`config.mk`:
```
export PLATFORM = sky130hd
export DESIGN_NAME = sra_dev_flat
export DESIGN_NICKNAME = d
export VERILOG_FILES = /design/src/pkg/sra_pkg.sv /design/src/pkg/sra_if.sv /design/src/sra_dev.sv /design/src/flat_wrapper.sv
export VERILOG_INCLUDE_DIRS = /design/src /design/src/pkg
export SDC_FILE = /design/constraint.sdc
export NUM_CORES = 1
export LEC_CHECK = 0
export BUFFER_PORTS_ARGS = -buffer_cell sky130_fd_sc_hd__buf_4
export CORE_MARGIN = 2
export CORE_UTILIZATION = 48
export DETAILED_ROUTE_END_ITERATION = 10
export GPL_ROUTABILITY_DRIVEN = 0
export PLACE_DENSITY = 0.76
export SLEW_MARGIN = 20
export SYNTH_ARGS = -nofsm -noshare
export SYNTH_HDL_FRONTEND = slang
export SYNTH_SLANG_ARGS = --single-unit
```
`constraint.sdc`:
```
create_clock -name sys_clk -period 5.6 [get_ports sys_clk]
set_clock_uncertainty 0.1 [all_clocks]
set_input_delay 1.68 -clock sys_clk [delete_from_list [all_inputs] [get_ports sys_clk]]
set_output_delay 1.68 -clock sys_clk [all_outputs]
set_load 0.02 [all_outputs]
```
`src/pkg/sra_map.svh`:
```
`ifndef SRA_MAP_SVH
`define SRA_MAP_SVH
// ----------------------------------------------------------------
// Opcodes
// ----------------------------------------------------------------
`define SRA_OP_REG_READ 8'h97
`define SRA_OP_REG_WRITE 8'hD2
`define SRA_OP_REG_STATUS 8'hAD
`define SRA_OP_CHAN_SWITCH 8'hB0
`define SRA_OP_SENS_XFER 8'hA6
`define SRA_OP_SENS_STATUS 8'hF5
// ----------------------------------------------------------------
// Status byte fields
// ----------------------------------------------------------------
`define SRA_ST_ERROR 7
`define SRA_ST_REFUSED 3
`define SRA_ST_FAIL 2
`define SRA_ST_BUSY 1
`define SRA_ST_VALID 0
`define SRA_SENSOR_VALID_BIT_POS 7
// ----------------------------------------------------------------
// Channel switch data byte and reset values
// ----------------------------------------------------------------
`define SRA_ACT_REG_POS 1
`define SRA_ACT_SENS_POS 0
`define SRA_CHAN_RST 1'b1
`define SRA_SENS_BYTES 2
// ----------------------------------------------------------------
// Timing
// ----------------------------------------------------------------
`define SRA_SYS_CLK_NS 20
`define SRA_SCLK_HALF_NS 200
`define SRA_SCLK_HALF_CYC ((`SRA_SCLK_HALF_NS + `SRA_SYS_CLK_NS - 1) / `SRA_SYS_CLK_NS)
`define SRA_POLL_MAX 16
`endif

```
`src/pkg/sra_pkg.sv`:
```
package sra_pkg;
	typedef enum logic [2:0] {
		SRA_PH_OPCODE, SRA_PH_ECHO, SRA_PH_STATUS, SRA_PH_DATA, SRA_PH_SVAL, SRA_PH_SENS, SRA_PH_SWITCH, SRA_PH_PASS
	} sra_phase_t;
	typedef enum logic [2:0] {
		SRA_H_IDLE, SRA_H_SEL, SRA_H_HIGH, SRA_H_LOW, SRA_H_DESEL, SRA_H_GAP
	} sra_hstate_t;
endpackage : sra_pkg

```
`src/pkg/sra_if.sv`:
```
`timescale 1ns/100ps
interface sra_if;
	logic ncs;
	logic sclk;
	logic mosi;
	logic miso;
	modport dev (input ncs, input sclk, input mosi, output miso);
	modport host (output ncs, output sclk, output mosi, input miso);
endinterface : sra_if

```
`src/sra_dev.sv`:
```
`timescale 1ns/100ps
`include "sra_map.svh"
// What this block does
// - Read: opcode, address, both echoed on MISO.
// - Write: opcode, address, data, all echoed.
// - Master polls status/data until data valid.
// - Master polls status/data until write finished.
// - Status/data: echo opcode, send status, data.
// - Status bits: refused, failed, busy, valid.
// - Error bit 7 reflects only last transfer.
// - Register access refreshes all but error.
// - Valid bit qualifies the status/data byte.
// - Data byte: read value or written byte.
// - Sensor valid bit sits at bit 7.
// - Sensor data ready with no processing delay.
// - Master checks status/data after sensor transfer.
// - Opcodes 0x97, 0xD2, 0xAD as first byte.
// - Modes 0/3, rising sample, 8-bit MSB first.
// - Register channel off: error, pass MOSI through.
// - Channel switch clears four register status bits.
module sra_dev import sra_pkg::*; (
	// Clock and reset
	input wire logic sys_clk,
	input wire logic rst,
	// Link
	sra_if.dev spi,
	// Register access port
	output logic reg_req,
	output logic reg_we,
	output logic [7:0] reg_addr,
	output logic [7:0] reg_wdata,
	input wire logic reg_ack,
	input wire logic [7:0] reg_rdata,
	input wire logic reg_refused,
	input wire logic reg_fail,
	// Sensor port
	input wire logic [`SRA_SENS_BYTES*8-1:0] sensor_data,
	input wire logic sensor_ok,
	// Channel state
	output logic register_channel_on,
	output logic sensor_channel_on
);
	// ----------------------------------------------------------------
	// Pin synchronisers and SCLK edge detection
	// ----------------------------------------------------------------
	logic [1:0] ncs_q, mosi_q;
	logic [2:0] sclk_q;
	logic sel_d, sel, frame_start, frame_end, sclk_rise, sclk_fall, byte_done;
	always_ff @(posedge sys_clk) begin
		if (rst) begin
			ncs_q <= 2'h3;
			sclk_q <= 3'h0;
			mosi_q <= 2'h0;
			sel_d <= 1'b0;
		end else begin
			ncs_q <= {ncs_q[0], spi.ncs};
			sclk_q <= {sclk_q[1:0], spi.sclk};
			mosi_q <= {mosi_q[0], spi.mosi};
			sel_d <= ~ncs_q[1];
		end
	end
	assign sel = ~ncs_q[1];
	assign frame_start = sel & ~sel_d;
	assign frame_end = ~sel & sel_d;
	assign sclk_rise = sel & sclk_q[1] & ~sclk_q[2];
	assign sclk_fall = sel & ~sclk_q[1] & sclk_q[2];
	// ----------------------------------------------------------------
	// Bit and byte framing
	// ----------------------------------------------------------------
	logic [2:0] bit_cnt_r, byte_cnt_r;
	logic [7:0] rx_r, rx_byte, op_r, tx_r, data_r, addr_r, status_byte;
	assign rx_byte = {rx_r[6:0], mosi_q[1]};
	assign byte_done = sclk_rise & (bit_cnt_r == 3'h7);
	always_ff @(posedge sys_clk) begin
		if (rst || frame_start) begin
			bit_cnt_r <= 3'h0;
			byte_cnt_r <= 3'h0;
			rx_r <= 8'h00;
		end else if (sclk_rise) begin
			rx_r <= rx_byte;
			bit_cnt_r <= bit_cnt_r + 3'h1;
			if (byte_done && byte_cnt_r != 3'h7) begin
				byte_cnt_r <= byte_cnt_r + 3'h1;
			end
		end
	end
	// ----------------------------------------------------------------
	// Command phase and output shifter
	// ----------------------------------------------------------------
	sra_phase_t phase_r;
	logic frame_err_r, error_r;
	logic busy_r, valid_r, fail_r, refused_r, sens_ok_r;
	logic [`SRA_SENS_BYTES*8-1:0] sens_r;
	// Reserved bits 6 to 4 are tied low.
	assign status_byte = {error_r, 3'h0, refused_r, fail_r, busy_r, valid_r};
	logic issue, issue_we, clr_flags;
	assign issue = byte_done && (phase_r == SRA_PH_ECHO) && ((op_r == `SRA_OP_REG_READ && byte_cnt_r == 3'h1)
		|| (op_r == `SRA_OP_REG_WRITE && byte_cnt_r == 3'h2));
	assign issue_we = (op_r == `SRA_OP_REG_WRITE);
	always_ff @(posedge sys_clk) begin
		if (rst || frame_start) begin
			phase_r <= SRA_PH_OPCODE;
			op_r <= 8'h00;
			tx_r <= 8'h00;
			frame_err_r <= 1'b0;
		end else if (byte_done) begin
			case (phase_r)
				SRA_PH_OPCODE: begin
					op_r <= rx_byte;
					phase_r <= SRA_PH_PASS;
					if (rx_byte == `SRA_OP_REG_READ || rx_byte == `SRA_OP_REG_WRITE) begin
						if (register_channel_on) begin
							phase_r <= SRA_PH_ECHO;
						end else begin
							frame_err_r <= 1'b1;
						end
					end else if (rx_byte == `SRA_OP_REG_STATUS) begin
						if (register_channel_on) begin
							phase_r <= SRA_PH_STATUS;
							tx_r <= status_byte;
						end else begin
							frame_err_r <= 1'b1;
						end
					end else if (rx_byte == `SRA_OP_SENS_XFER) begin
						if (!sensor_channel_on) begin
							frame_err_r <= 1'b1;
						end else begin
							phase_r <= SRA_PH_SENS;
							tx_r <= sens_ok_r ? sens_r[`SRA_SENS_BYTES*8-1 -: 8] : 8'h00;
							frame_err_r <= ~sens_ok_r;
						end
					end else if (rx_byte == `SRA_OP_SENS_STATUS) begin
						if (!sensor_channel_on) begin
							frame_err_r <= 1'b1;
						end else begin
							phase_r <= SRA_PH_SVAL;
							tx_r <= {sens_ok_r, 7'h00};
						end
					end else if (rx_byte == `SRA_OP_CHAN_SWITCH) begin
						phase_r <= SRA_PH_SWITCH;
					end else begin
						frame_err_r <= 1'b1;
					end
				end
				SRA_PH_STATUS: begin
					phase_r <= SRA_PH_DATA;
					tx_r <= data_r;
				end
				SRA_PH_SENS: begin
					if (byte_cnt_r == 3'(`SRA_SENS_BYTES)) begin
						phase_r <= SRA_PH_PASS;
					end else begin
						tx_r <= sens_ok_r ? sens_r[(`SRA_SENS_BYTES - 32'(byte_cnt_r)) * 8 - 1 -: 8] : 8'h00;
					end
				end
				SRA_PH_ECHO: begin
					if (issue) begin
						phase_r <= SRA_PH_PASS;
					end
				end
				default: begin
					phase_r <= SRA_PH_PASS;
				end
			endcase
		end else if (sclk_fall && bit_cnt_r != 3'h0) begin
			tx_r <= {tx_r[6:0], 1'b0};
		end
	end
	// The error flag is taken over only when the frame closes.
	always_ff @(posedge sys_clk) begin
		if (rst) begin
			error_r <= 1'b0;
		end else if (frame_end) begin
			error_r <= frame_err_r;
		end
	end
	// Sensor word is latched on the first rising edge of every frame.
	always_ff @(posedge sys_clk) begin
		if (rst) begin
			sens_r <= '0;
			sens_ok_r <= 1'b0;
		end else if (sclk_rise && bit_cnt_r == 3'h0 && byte_cnt_r == 3'h0) begin
			sens_r <= sensor_data;
			sens_ok_r <= sensor_ok;
		end
	end
	// ----------------------------------------------------------------
	// MISO driver
	// ----------------------------------------------------------------
	logic shifting, miso_r;
	assign shifting = phase_r == SRA_PH_STATUS || phase_r == SRA_PH_DATA || phase_r == SRA_PH_SENS
		|| phase_r == SRA_PH_SVAL;
	always_ff @(posedge sys_clk) begin
		if (rst || !sel) begin
			miso_r <= 1'b1;
		end else if (shifting) begin
			miso_r <= tx_r[7];
		end else begin
			miso_r <= mosi_q[1];
		end
	end
	assign spi.miso = miso_r;
	// ----------------------------------------------------------------
	// Register channel and status flags
	// ----------------------------------------------------------------
	always_ff @(posedge sys_clk) begin
		if (rst) begin
			register_channel_on <= `SRA_CHAN_RST;
			sensor_channel_on <= `SRA_CHAN_RST;
		end else if (byte_done && phase_r == SRA_PH_SWITCH) begin
			register_channel_on <= rx_byte[`SRA_ACT_REG_POS];
			sensor_channel_on <= rx_byte[`SRA_ACT_SENS_POS];
		end
	end
	assign clr_flags = byte_done && phase_r == SRA_PH_OPCODE && rx_byte == `SRA_OP_CHAN_SWITCH;
	always_ff @(posedge sys_clk) begin
		if (rst) begin
			busy_r <= 1'b0;
			valid_r <= 1'b0;
			fail_r <= 1'b0;
			refused_r <= 1'b0;
			data_r <= 8'h00;
			reg_req <= 1'b0;
			reg_we <= 1'b0;
			reg_addr <= 8'h00;
			reg_wdata <= 8'h00;
			addr_r <= 8'h00;
		end else begin
			reg_req <= 1'b0;
			if (clr_flags) begin
				busy_r <= 1'b0;
				valid_r <= 1'b0;
				fail_r <= 1'b0;
				refused_r <= 1'b0;
			end
			if (byte_done && phase_r == SRA_PH_ECHO && byte_cnt_r == 3'h1) begin
				addr_r <= rx_byte;
			end
			// An ack in the same cycle as a clear keeps its result.
			if (reg_ack && busy_r) begin
				busy_r <= 1'b0;
				refused_r <= reg_refused;
				fail_r <= reg_fail;
				valid_r <= ~reg_refused & ~reg_fail;
				if (!reg_we) begin
					data_r <= reg_rdata;
				end
			end else if (issue && busy_r) begin
				fail_r <= 1'b1;
				valid_r <= 1'b0;
			end else if (issue) begin
				reg_req <= 1'b1;
				reg_we <= issue_we;
				if (op_r == `SRA_OP_REG_READ) begin
					reg_addr <= rx_byte;
				end else begin
					reg_addr <= addr_r;
					reg_wdata <= rx_byte;
					data_r <= rx_byte;
				end
				busy_r <= 1'b1;
				valid_r <= 1'b0;
				fail_r <= 1'b0;
				refused_r <= 1'b0;
			end
		end
	end
endmodule : sra_dev

```
`src/flat_wrapper.sv`:
```
// flat-port wrapper written by rule: the top's interface ports become plain ports
module sra_dev_flat import sra_pkg::*;
  (sys_clk, rst, reg_req, reg_we, reg_addr, reg_wdata, reg_ack, reg_rdata, reg_refused, reg_fail, sensor_data, sensor_ok, register_channel_on, sensor_channel_on, spi_ncs, spi_sclk, spi_mosi, spi_miso);
  sra_if spi_i ();
  input wire logic sys_clk;
  input wire logic rst;
  output logic reg_req;
  output logic reg_we;
  output logic [7:0] reg_addr;
  output logic [7:0] reg_wdata;
  input wire logic reg_ack;
  input wire logic [7:0] reg_rdata;
  input wire logic reg_refused;
  input wire logic reg_fail;
  input wire logic [`SRA_SENS_BYTES*8-1:0] sensor_data;
  input wire logic sensor_ok;
  output logic register_channel_on;
  output logic sensor_channel_on;
  input wire logic [$bits(spi_i.ncs)-1:0] spi_ncs;
  input wire logic [$bits(spi_i.sclk)-1:0] spi_sclk;
  input wire logic [$bits(spi_i.mosi)-1:0] spi_mosi;
  output wire logic [$bits(spi_i.miso)-1:0] spi_miso;
  assign spi_i.ncs = spi_ncs;
  assign spi_i.sclk = spi_sclk;
  assign spi_i.mosi = spi_mosi;
  assign spi_miso = spi_i.miso;
  sra_dev u_core (.sys_clk(sys_clk), .rst(rst), .spi(spi_i), .reg_req(reg_req), .reg_we(reg_we), .reg_addr(reg_addr), .reg_wdata(reg_wdata), .reg_ack(reg_ack), .reg_rdata(reg_rdata), .reg_refused(reg_refused), .reg_fail(reg_fail), .sensor_data(sensor_data), .sensor_ok(sensor_ok), .register_channel_on(register_channel_on), .sensor_channel_on(sensor_channel_on));
endmodule
```
Yosys cells after proc, flatten, opt, wreduce, memory -nomap -nowiden
Cells that the tools add are included.
W data, S select, Z words.
Storage, ports and cells
  bits in registers: 100
  input bits: 33
Cells by class
  add/subtract/negate cells: 4
  equal/unequal tests: 31
  shift-type cells: 1
  multiplexer cells: 54
  bitwise operators: 18
  reductions and logical operators: 38
Operator list (number)
  $mux W8: 18
  $eq A8 B8 Y1 const B: 8
  $shiftx A23 B33 Y8: 1
  $sub A32 B1 Y32 const B: 1
  $mux W1: 24
  $mux W3: 8
  $pmux W8 S3: 1
  $logic_and A1 B1 Y1: 14
  $eq A3 B3 Y1 const B: 4
  $pmux W3 S4: 1
  $reduce_and A4 Y1: 3
  $ne A5 B5 Y1 const B: 2
  $not A1 Y1: 10
  $eq A3 B2 Y1 const B: 3
  $logic_not A3 Y1: 3
  $ne A3 B3 Y1 const B: 3
  $and A1 B1 Y1: 8
  $ne A2 B1 Y1 const B: 4
  $ne A4 B3 Y1 const B: 2
  $logic_or A1 B1 Y1: 7
  $reduce_and A7 Y1: 1
  $add A3 B1 Y3 const B: 2
  $eq A3 B1 Y1 const B: 2
  $reduce_and A3 Y1: 2
  11 further kinds: 14

Depth between registers and ports, before layout
Gate-level depths: netlist of the first run.
  depth after elaboration: 10
  mapped depth: 9
  gate-level depth less buffers: 7

Least setup slack after synthesis of the first run
Ideal clock, no wire load.
  path kind: input-to-reg
  start point: input port rst
  end point: register u_core.tx_r[1]
  arrival: 2.682 ns
  data required time: 5.411 ns
  setup slack: 2.729 ns
  stages: 4
  path buffers: 1
  cells stage by stage: o21bai_2 > or3_1 > buf_6 > o32ai_4
On the way
  cells in the longest elaborated chain, start to end: 1
Ends and longest elaborated chain
  start, declared: RTL line flat_wrapper.sv:6  | input wire logic rst;
  $logic_or A1 B1 Y1: RTL line sra_dev.sv:101  | if (rst || frame_start) begin
  end signal, assigned: RTL line sra_dev.sv:120  | tx_r <= status_byte;
  end signal, assigned: RTL line sra_dev.sv:129  | tx_r <= sens_ok_r ? sens_r[`SRA_SENS_BYTES*8-1 -: 8] : 8'h00;
  end signal, assigned: RTL line sra_dev.sv:137  | tx_r <= {sens_ok_r, 7'h00};
  end, declared: RTL line sra_dev.sv:71  | logic [7:0] rx_r, rx_byte, op_r, tx_r, data_r, addr_r, status_byte;
No other way between the ends.
A chain may end at the register's enable or synchronous reset.

Worst setup path after layout of the first run
  start point: input port rst
  end point: register u_core.tx_r[6]
The elaborated chain is that of the path after synthesis.

==> metrics, run 1 <==
area leader, netlist=dfxtp_1; first-pass GRT wire length=17,100 um; antenna-violating nets left=0; Detailed Place HPWL=7330 um; CP max FO=67; CTS tree=yes; RSZ-0062 raised after global routing=false; Buf/Inv on CP=1; Worst Setup Start Kind=input port; share of post-route cells with drive strength above 1=0.184; met2 usage=0.343; share of the synthesized area in the top cell type=0.431; VDD IR-drop max=133 uV; Pre-Repair DR Iteration Count=5; core area=9330 um2; Setup Crit Path Kind=input port to flop; Port Buf Inserts=53; Int Pwr=0.915 mW; Final Power=1.20 mW; crit-path max cell delay=0.66 ns; initial antenna violation count=0; final number of max-transition violations=0; setup TNS after final layout=0 ns; final wirelength=10,500 um; Crit path required time=5.79 ns; Area contributors post-synth=dfxtp_1 43%, mux2i_1 11%, nor2_1 6.9%; power density over cell area=229 nW/um2; FILL cells=832; DRC Markers=0; Ys Warns=0; CTS Hold Bufs=0; clock network fraction of total power=0.366; combinational fraction of design power=0.035; DR iter-0 viols=227; H-tree lvl count=3; hold path startpoint=u_core.ncs_q[0]; Die Y=102 um; reg2reg start=u_core.bit_cnt_r[0]; delay-heaviest family, CP=compound AO/OA/AOI/OAI gates; r2r setup slk=2.39 ns; Total GRT Usage=0.207; via count=3,702; critical path startpoint=rst; initial core utilization=0.498; # clock sinks=100; critical path arrival=3.41 ns; Final period util=0.576; CTS Root Cell=clkbuf_8; die width=102 um; Ant. Diodes=0; mean post-synth cell area=9.18 um2; # Post-CTS Setup Buffers=0; switch share=0.236; Final setup violation count=0; leakage=2.07 nW; Vias/cell=5.55; time the worst path needs with I/O delays and setup=3.22 ns; Post-synth EDFFs=0; Rel. slew slack=0.405; global route total overflow=0; Final Net Count=575; Min-Delay Path Class=flop to flop; routing usage on met1=0.274; cts repair resizes=0; #FFs+latches synth=100; GRT Max-Usage Layer=met2; M3 GR Usage=0.0404; Mapped Cells=506; ys flop type=dfxtp_1; Reg power frac=0.599; largest net degree at the start of global routing=68; vias in the first global route=3,486; Ports=54; Async SR Flop Fraction=0; Seq/Total Area, Yosys=0.431; status=finished clean; worst slew pin tran=0.890 ns; Cell variety after synth=57; max_cap viols=0; Layout area overhead=12.7%; Max Clk Rate=0.310 GHz; crit path cell chain=buf_4 > o21bai_4 > or3_1 > o32ai_2; clock latency on the worst-skew pair=0.37 ns; Final Hold Vio Count=0; NetSw=0.283 mW; WL/cell=15.8 um; CTS clk-pin slew, worst paths=0.10 ns; slowest CP cell=or3_1; die area=10,500 um2; Rows=35; CTS Buf Count=9; CTS Buffer Depth=2; mapped cell area=4650 um2; crit end category=flop; Post-Syn Nets=548
==> per-stage QoR <==
stage	area [um2]	instances	setup WS (ns)	utilization	hold WS (ns)
6_report	5240	667	2.38	0.561	0.321
3_3_place_gp	5030	651	1.88	0.539	0.297
4_1_cts	5210	667	2.18	0.559	0.329
3_5_place_dp	5030	651	1.78	0.539	0.306
2_1_floorplan	4650	506	2.73	-	0.289
5_1_grt	5240	667	2.18	0.561	0.337
==> final timing paths <==
path | to | cells past startpoint
max | u_core.tx_r[6] | 4
min | u_core.ncs_q[1] | 1
max reg2reg | u_core.tx_r[6] | 7
min reg2reg | u_core.ncs_q[1] | 1
==> cell usage after synthesis, types with 4 or more instances <==
| cell type | instances |
|---|---|
| a311oi_1 | 10 |
| or2_2 | 4 |
| xnor2_1 | 4 |
| a221oi_1 | 5 |
| nor3b_1 | 4 |
| clkbuf_1 | 22 |
| inv_1 | 18 |
| nand3_1 | 13 |
| nor2b_1 | 7 |
| o32ai_2 | 7 |
| mux2i_1 | 52 |
| nand2_1 | 44 |
| nor4bb_1 | 4 |
| ha_1 | 9 |
| buf_6 | 4 |
| buf_4 | 5 |
| buf_2 | 5 |
| a21oi_1 | 21 |
| a211oi_1 | 8 |
| nor2_1 | 86 |
| nor3_1 | 11 |
| o21ai_0 | 8 |
| and3b_1 | 4 |
| dfxtp_1 | 100 |
| a31oi_1 | 5 |
==> power groups by stage <==
stage	Clock (mW)	Combinational (mW)	Sequential, mW
floorplan	0	0.0217	0.732
global placement	0	0.0403	0.734
detailed placement	0	0.0413	0.734
CTS	0.452	0.0415	0.718
global route	0.479	0.0453	0.719
finish	0.438	0.0416	0.718
==> state kept, by name (all words and copies together) (netlist names), 2 cells and up <==
register and cells:
u_core.op_r 8, u_core.sens_r 16, u_core.byte_cnt_r 3, u_core.reg_addr 8
u_core.data_r 8, u_core.sclk_q 3, u_core.mosi_q 2, u_core.bit_cnt_r 3
u_core.ncs_q 2, u_core.reg_wdata 8, u_core.tx_r 8, u_core.phase_r 3
u_core.rx_r 7, u_core.addr_r 8
==> cell type report <==
cell class,count,area (um2),share of cell area
multi-input cells,350,2410,0.461
clock inverters,5,43.8,0.00836
flip-flops and latches,100,2000,0.382
clock buffers,11,141,0.0270
repair buffers,54,405,0.0774
well taps,129,161,0.0308
inverters,18,67.6,0.0129
==> kinds of logic (layout without fill, tap and decap cells) <==
group,count (synthesis),count (layout),synth area share
and+or+nand+nor,197,197,0.208
DFF,100,100,0.431
AOI/OAI and AO/OA,88,88,0.160
buffers and inverters,56,88,0.0571
muxes,52,52,0.112
adders and majority gates,9,9,0.0242
xor gates and xnor gates,4,4,0.00754
==> layer usage <==
metal,share of wire,up-vias
met4,0.018,0
met5,0,-
met1,0.46,1745
met2,0.48,88
li1,-,1850
met3,0.040,19
==> cells in the final DEF, fill, tap and decap left out, drive strengths merged, types with 4 or more instances in the layout <==
cell type and count:
nand2 44, nor2b 7, a211oi 8, nor3 11, o32ai 8, xnor2 4
and3b 5, a31oi 5, nor2 86, inv 21, mux2i 52, nor4bb 4
nand3 13, clkbuf 11, ha 9, or3 4, a311oi 10, or2 4
dfxtp 100, buf 54, o21ai 9, nor3b 5, a221oi 5, a21oi 21
Power figures use the tool's default switching activity.
==> run 2, diff against run 1 <==
--- a/config.mk
+++ b/config.mk
@@ -11,7 +11,7 @@
 export CORE_UTILIZATION = 48
 export DETAILED_ROUTE_END_ITERATION = 10
 export GPL_ROUTABILITY_DRIVEN = 0
-export PLACE_DENSITY = 0.76
+export PLACE_DENSITY = 0.78
 export SLEW_MARGIN = 20
 export SYNTH_ARGS = -nofsm -noshare
 export SYNTH_HDL_FRONTEND = slang
==> constraint.sdc (replaced) <==
create_clock -name sys_clk -period 2.75 [get_ports sys_clk]
set_clock_uncertainty 0.1 [all_clocks]
set_input_delay 0.825 -clock sys_clk [delete_from_list [all_inputs] [get_ports sys_clk]]
set_output_delay 0.825 -clock sys_clk [all_outputs]
set_load 0.02 [all_outputs]
==> run 2 against run 1 <==
Effect of this change:
- utilization grew 1.7 points
- combinational power grew 120%
- die area is the same
- largest cell class unchanged
==> metrics, run 2 (synthesis gave the netlist of run 1 again) <==
leakage=2.20 nW; Final setup violation count=0; Rows=35; status=finished clean; CTS tree=yes; time the worst path needs with I/O delays and setup=2.58 ns; final number of max-transition violations=0; antenna-violating nets left=0; Ant. Diodes=0; RSZ-0062 raised after global routing=false; via count=3,850; Layout area overhead=16.1%; critical path arrival=2.75 ns; clock latency on the worst-skew pair=0.37 ns; largest net degree at the start of global routing=44; CTS Root Cell=clkbuf_8; Setup Crit Path Kind=flop to flop; worst slew pin tran=0.619 ns; # Post-CTS Setup Buffers=0; cts repair resizes=0; VDD IR-drop max=379 uV; Port Buf Inserts=53; Fin Hold WS=0.315 ns; setup TNS after final layout=0 ns; routing usage on met1=0.271; Top reg by flops=u_core.sens_r; CTS clk-pin slew, worst paths=0.10 ns; DR iter-0 viols=232; Crit path required time=2.92 ns; commonest non-fill, non-tap cells in the layout=100 x dfxtp_1, 86 x nor2_1, 78 x buf_4, 52 x mux2i_1, 44 x nand2_1; die width=102 um; power density over cell area=455 nW/um2; max_cap viols=0; Final Hold Vio Count=0; share of post-route cells with drive strength above 1=0.217; Buf/Inv on CP=0; vias in the first global route=3,813; slowest CP cell=nor4bb_2; CP max FO=5; CTS Buffer Depth=2; Worst Setup Start Kind=flop; core area=9330 um2; max reg flops=16; FILL cells=810; met2 usage=0.374; CP most frequent cell=ha_1; Pre-Repair DR Iteration Count=5; H-tree lvl count=3; Vias/cell=5.57; Detailed Place HPWL=8060 um; crit end category=flop; # clock sinks=100; fin util=0.579; Rel. slew slack=0.587; Ports=54; crit-path max cell delay=0.52 ns; Min-Delay Path Class=flop to flop; die area=10,500 um2; global route total overflow=0; CTS Hold Bufs=0; M3 GR Usage=0.0629; delay-heaviest family, CP=simple AND/OR/NAND/NOR gates; crit path cell chain=ha_1 > ha_1 > nor4bb_2 > nand3b_1 > or3_4 > a21boi_1 > a2111oi_2; commonest non-fill, non-tap cell in the layout=dfxtp_1; DRC Markers=0; CTS Buf Count=9; first-pass GRT wire length=18,200 um; initial core utilization=0.498; Max Clk Rate=0.387 GHz; Die Y=102 um; GRT Max-Usage Layer=met2; final wirelength=10,900 um; Final Net Count=599; WL/cell=15.8 um; Final period util=0.940; Total GRT Usage=0.222; initial antenna violation count=0
[run 2: cell count changes in the layout (fill, tap and decap cells not counted), sizes merged]
| cell | previous run | this run |
|---|---|---|
| buf | 54 | 78 |
| clkbuf | 11 | 10 |
| clkinv | 0 | 2 |
| clkinvlp | 2 | 0 |
| inv | 21 | 22 |
[run 2: stage by stage]
stage | std cells | area, um2 | setup slack [ns] | power (mW)
floorplan | 506 | 4650 | 0.289 | 1.54
global placement | 675 | 5210 | 0.328 | 1.58
detailed placement | 675 | 5210 | 0.189 | 1.59
CTS | 691 | 5400 | 0.171 | 2.48
global route | 691 | 5400 | 0.0157 | 2.55
finish | 691 | 5400 | 0.166 | 2.46
[run 2: area by class of cell]
| cell class | instances | area (um2) | area share |
|---|---|---|---|
| clock buffer | 10 | 138 | 0.0255 |
| clock inverter | 6 | 51.3 | 0.00951 |
| inverter | 18 | 67.6 | 0.0125 |
| multi-input combinational | 350 | 2390 | 0.443 |
| sequential | 100 | 2000 | 0.371 |
| tap | 129 | 161 | 0.0299 |
| timing repair buffer | 78 | 586 | 0.109 |
[run 2: report_power, final]
group	total, mW	leakage, nW	switching, mW	internal [mW]
clock	0.904	0.0996	0.533	0.370
sequential	1.46	0.807	0.00633	1.45
combinational	0.0918	1.29	0.0446	0.0472
total	2.46	2.20	0.584	1.87
[run 2: path summary, 6_finish.rpt]
check                                         start  cells after the start         endpoint  slack (ns)
worst max-delay path            u_core.bit_cnt_r[0]                      7    u_core.fail_r        0.17
worst min-delay path                u_core.ncs_q[0]                      1  u_core.ncs_q[1]        0.31
worst max register to register  u_core.bit_cnt_r[0]                      7    u_core.fail_r        0.17
worst min register to register      u_core.ncs_q[0]                      1  u_core.ncs_q[1]        0.31
[run 2: metal layers]
layer / share of wire / vias up / routed length [um]
li1: - / 1890 / -
met1: 0.44 / 1798 / 4750
met2: 0.47 / 127 / 5160
met3: 0.061 / 35 / 663
met4: 0.029 / 0 / 318
met5: 0 / - / 0
[run 2: worst register-to-register path: cells and delay by family (launching register included)]
| family | cells | cell delay (ns) |
|---|---|---|
| and+or+nand+nor | 3 | 1.15 |
| DFF | 1 | 0.39 |
| adders and majority gates | 2 | 0.33 |
| AOI/OAI and AO/OA | 2 | 0.52 |
==> run 3, diff against run 2 <==
--- a/config.mk
+++ b/config.mk
@@ -8,10 +8,10 @@
 export LEC_CHECK = 0
 export BUFFER_PORTS_ARGS = -buffer_cell sky130_fd_sc_hd__buf_4
 export CORE_MARGIN = 2
-export CORE_UTILIZATION = 48
+export CORE_UTILIZATION = 40
 export DETAILED_ROUTE_END_ITERATION = 10
 export GPL_ROUTABILITY_DRIVEN = 0
-export PLACE_DENSITY = 0.78
+export PLACE_DENSITY = 0.68
 export SLEW_MARGIN = 20
 export SYNTH_ARGS = -nofsm -noshare
 export SYNTH_HDL_FRONTEND = slang
==> run 3 against run 2 <==
Effect of this change:
- non-clock buffer count is 1 lower
- cell count rose by 1.9%
- routed wire length about the same
- via count shrank 1.6%
- global-route usage fell by 4.6 points
- sequential power hardly changed
- maximum frequency up 2.0%
- critical path type unchanged
- critical endpoint is now u_core.tx_r[6]
==> metrics, run 3 (synthesis gave the netlist of run 1 again) <==
clock latency on the worst-skew pair=0.35 ns; max_cap viols=0; DRC Markers=0; Buf/Inv on CP=1; Detailed Place HPWL=7880 um; crit path cell chain=inv_1 > ha_1 > and3b_1 > o2111ai_1 > nor2_1 > a221oi_1 > o32ai_2; die area=12,500 um2; Top reg by flops=u_core.sens_r; delay-heaviest family, CP=compound AO/OA/AOI/OAI gates; Port Buf Inserts=53; CTS Root Cell=clkbuf_16; antenna-violating nets left=0; Layout area overhead=18.8%; Vias/cell=5.38; core area=11,400 um2; WL/cell=15.5 um; critical path startpoint=u_core.byte_cnt_r[0]; CTS Hold Bufs=0; r2r setup slk=0.22 ns; CTS tree=yes; VDD IR-drop max=414 uV; Ant. Diodes=0; RSZ-0062 raised after global routing=false; Pre-Repair DR Iteration Count=6; vias in the first global route=3,691; Crit path required time=2.86 ns; H-tree lvl count=3; slowest CP cell=dfxtp_1; critical path arrival=2.64 ns; share of post-route cells with drive strength above 1=0.216; DR iter-0 viols=294; Final Net Count=598; FILL cells=1,068; leakage=2.24 nW; Setup Crit Path Kind=flop to flop; status=finished clean; time the worst path needs with I/O delays and setup=2.53 ns; Die Y=112 um; Final period util=0.921; power density over cell area=510 nW/um2; reg2reg start=u_core.byte_cnt_r[0]; # clock sinks=100; commonest non-fill, non-tap cell in the layout=dfxtp_1; crit end category=flop; Final Power=2.81 mW; Min-Delay Path Class=flop to flop; CP max FO=7; setup TNS after final layout=0 ns; final wirelength=10,900 um; Rel. slew slack=0.542; worst setup margin=0.216 ns; # Post-CTS Setup Buffers=0; Ports=54; worst r2r path cells=7; Post-Place Worst Slack=0.204 ns; Final Hold Vio Count=0; die width=112 um; initial antenna violation count=0; worst slew pin tran=0.686 ns; Total GRT Usage=0.176; cts repair resizes=0; Worst path depth=7; commonest non-fill, non-tap cells in the layout=100 x dfxtp_1, 86 x nor2_1, 77 x buf_4, 52 x mux2i_1, 44 x nand2_1; Rows=39; largest net degree at the start of global routing=67; critical path endpoint=u_core.tx_r[6]; first-pass GRT wire length=18,100 um; Max Clk Rate=0.395 GHz; Final setup violation count=0; worst reg2reg endpoint=u_core.tx_r[6]; via count=3,790; CTS clk-pin slew, worst paths=0.07 ns; crit-path max cell delay=0.46 ns; CTS Buffer Depth=2; max reg flops=16; CTS Buf Count=9; initial core utilization=0.409; Worst Setup Start Kind=flop; final number of max-transition violations=0; global route total overflow=0
-- run 3: cell types whose count changed in the layout (fill, tap and decap cells not counted), sizes merged --
cell / before / now
clkinv: 2 / 3
clkinvlp: 0 / 1
clkbuf: 10 / 9
inv: 22 / 21
buf: 78 / 77
-- run 3: worst min-delay path by stage --
stage,startpoint,to,slack (ns),cells after the start
2_1_floorplan,u_core.ncs_q[0],u_core.ncs_q[1],0.29,1
3_3_place_gp,u_core.ncs_q[0],u_core.ncs_q[1],0.30,1
3_5_place_dp,u_core.ncs_q[0],u_core.ncs_q[1],0.31,1
4_1_cts,u_core.ncs_q[0],u_core.ncs_q[1],0.32,1
5_1_grt,u_core.ncs_q[0],u_core.ncs_q[1],0.34,1
6_report,u_core.ncs_q[0],u_core.ncs_q[1],0.32,1
-- run 3: layout make-up --
type | count | area, um2 | area share
Timing Repair Buffer | 77 | 578 | 0.105
Inverter | 18 | 67.6 | 0.0122
Clock inverter | 7 | 80.1 | 0.0145
Sequential cell | 100 | 2000 | 0.362
Tap cell | 143 | 179 | 0.0324
Multi-Input combinational cell | 350 | 2390 | 0.433
Clock buffer | 9 | 225 | 0.0408
-- run 3: layer usage --
layer | wire length, um | GRT usage | vias up
li1 | - | - | 1889
met1 | 4940 | 0.226 | 1783
met2 | 5200 | 0.296 | 108
met3 | 621 | 0.0392 | 10
met4 | 119 | 0.0576 | 0
met5 | 0 | 0 | -
-- run 3: worst reg2reg max path, cell delays in order, from the launching register on --
cell and delay, ns:
dfxtp_1 0.46, inv_1 0.16, ha_1 0.37, and3b_1 0.18
o2111ai_1 0.43, nor2_1 0.18, a221oi_1 0.38, o32ai_2 0.13
-- run 3: report_power, final --
part / internal, mW / switching (mW) / leakage (nW) / total [mW]
Combinational: 0.0469 / 0.0457 / 1.29 / 0.0926
Sequential: 1.45 / 0.00548 / 0.807 / 1.46
Clock: 0.647 / 0.616 / 0.146 / 1.26
-- run 3: per-stage QoR --
| step | area, um2 | std cells | hold WS, ns | utilization |
|---|---|---|---|---|
| floorplan | 4650 | 506 | 0.289 | - |
| global route | 5520 | 704 | 0.339 | 0.486 |
| global placement | 5220 | 688 | 0.298 | 0.459 |
| finish | 5520 | 704 | 0.320 | 0.486 |
| detailed placement | 5220 | 688 | 0.305 | 0.459 |
| CTS | 5520 | 704 | 0.323 | 0.486 |
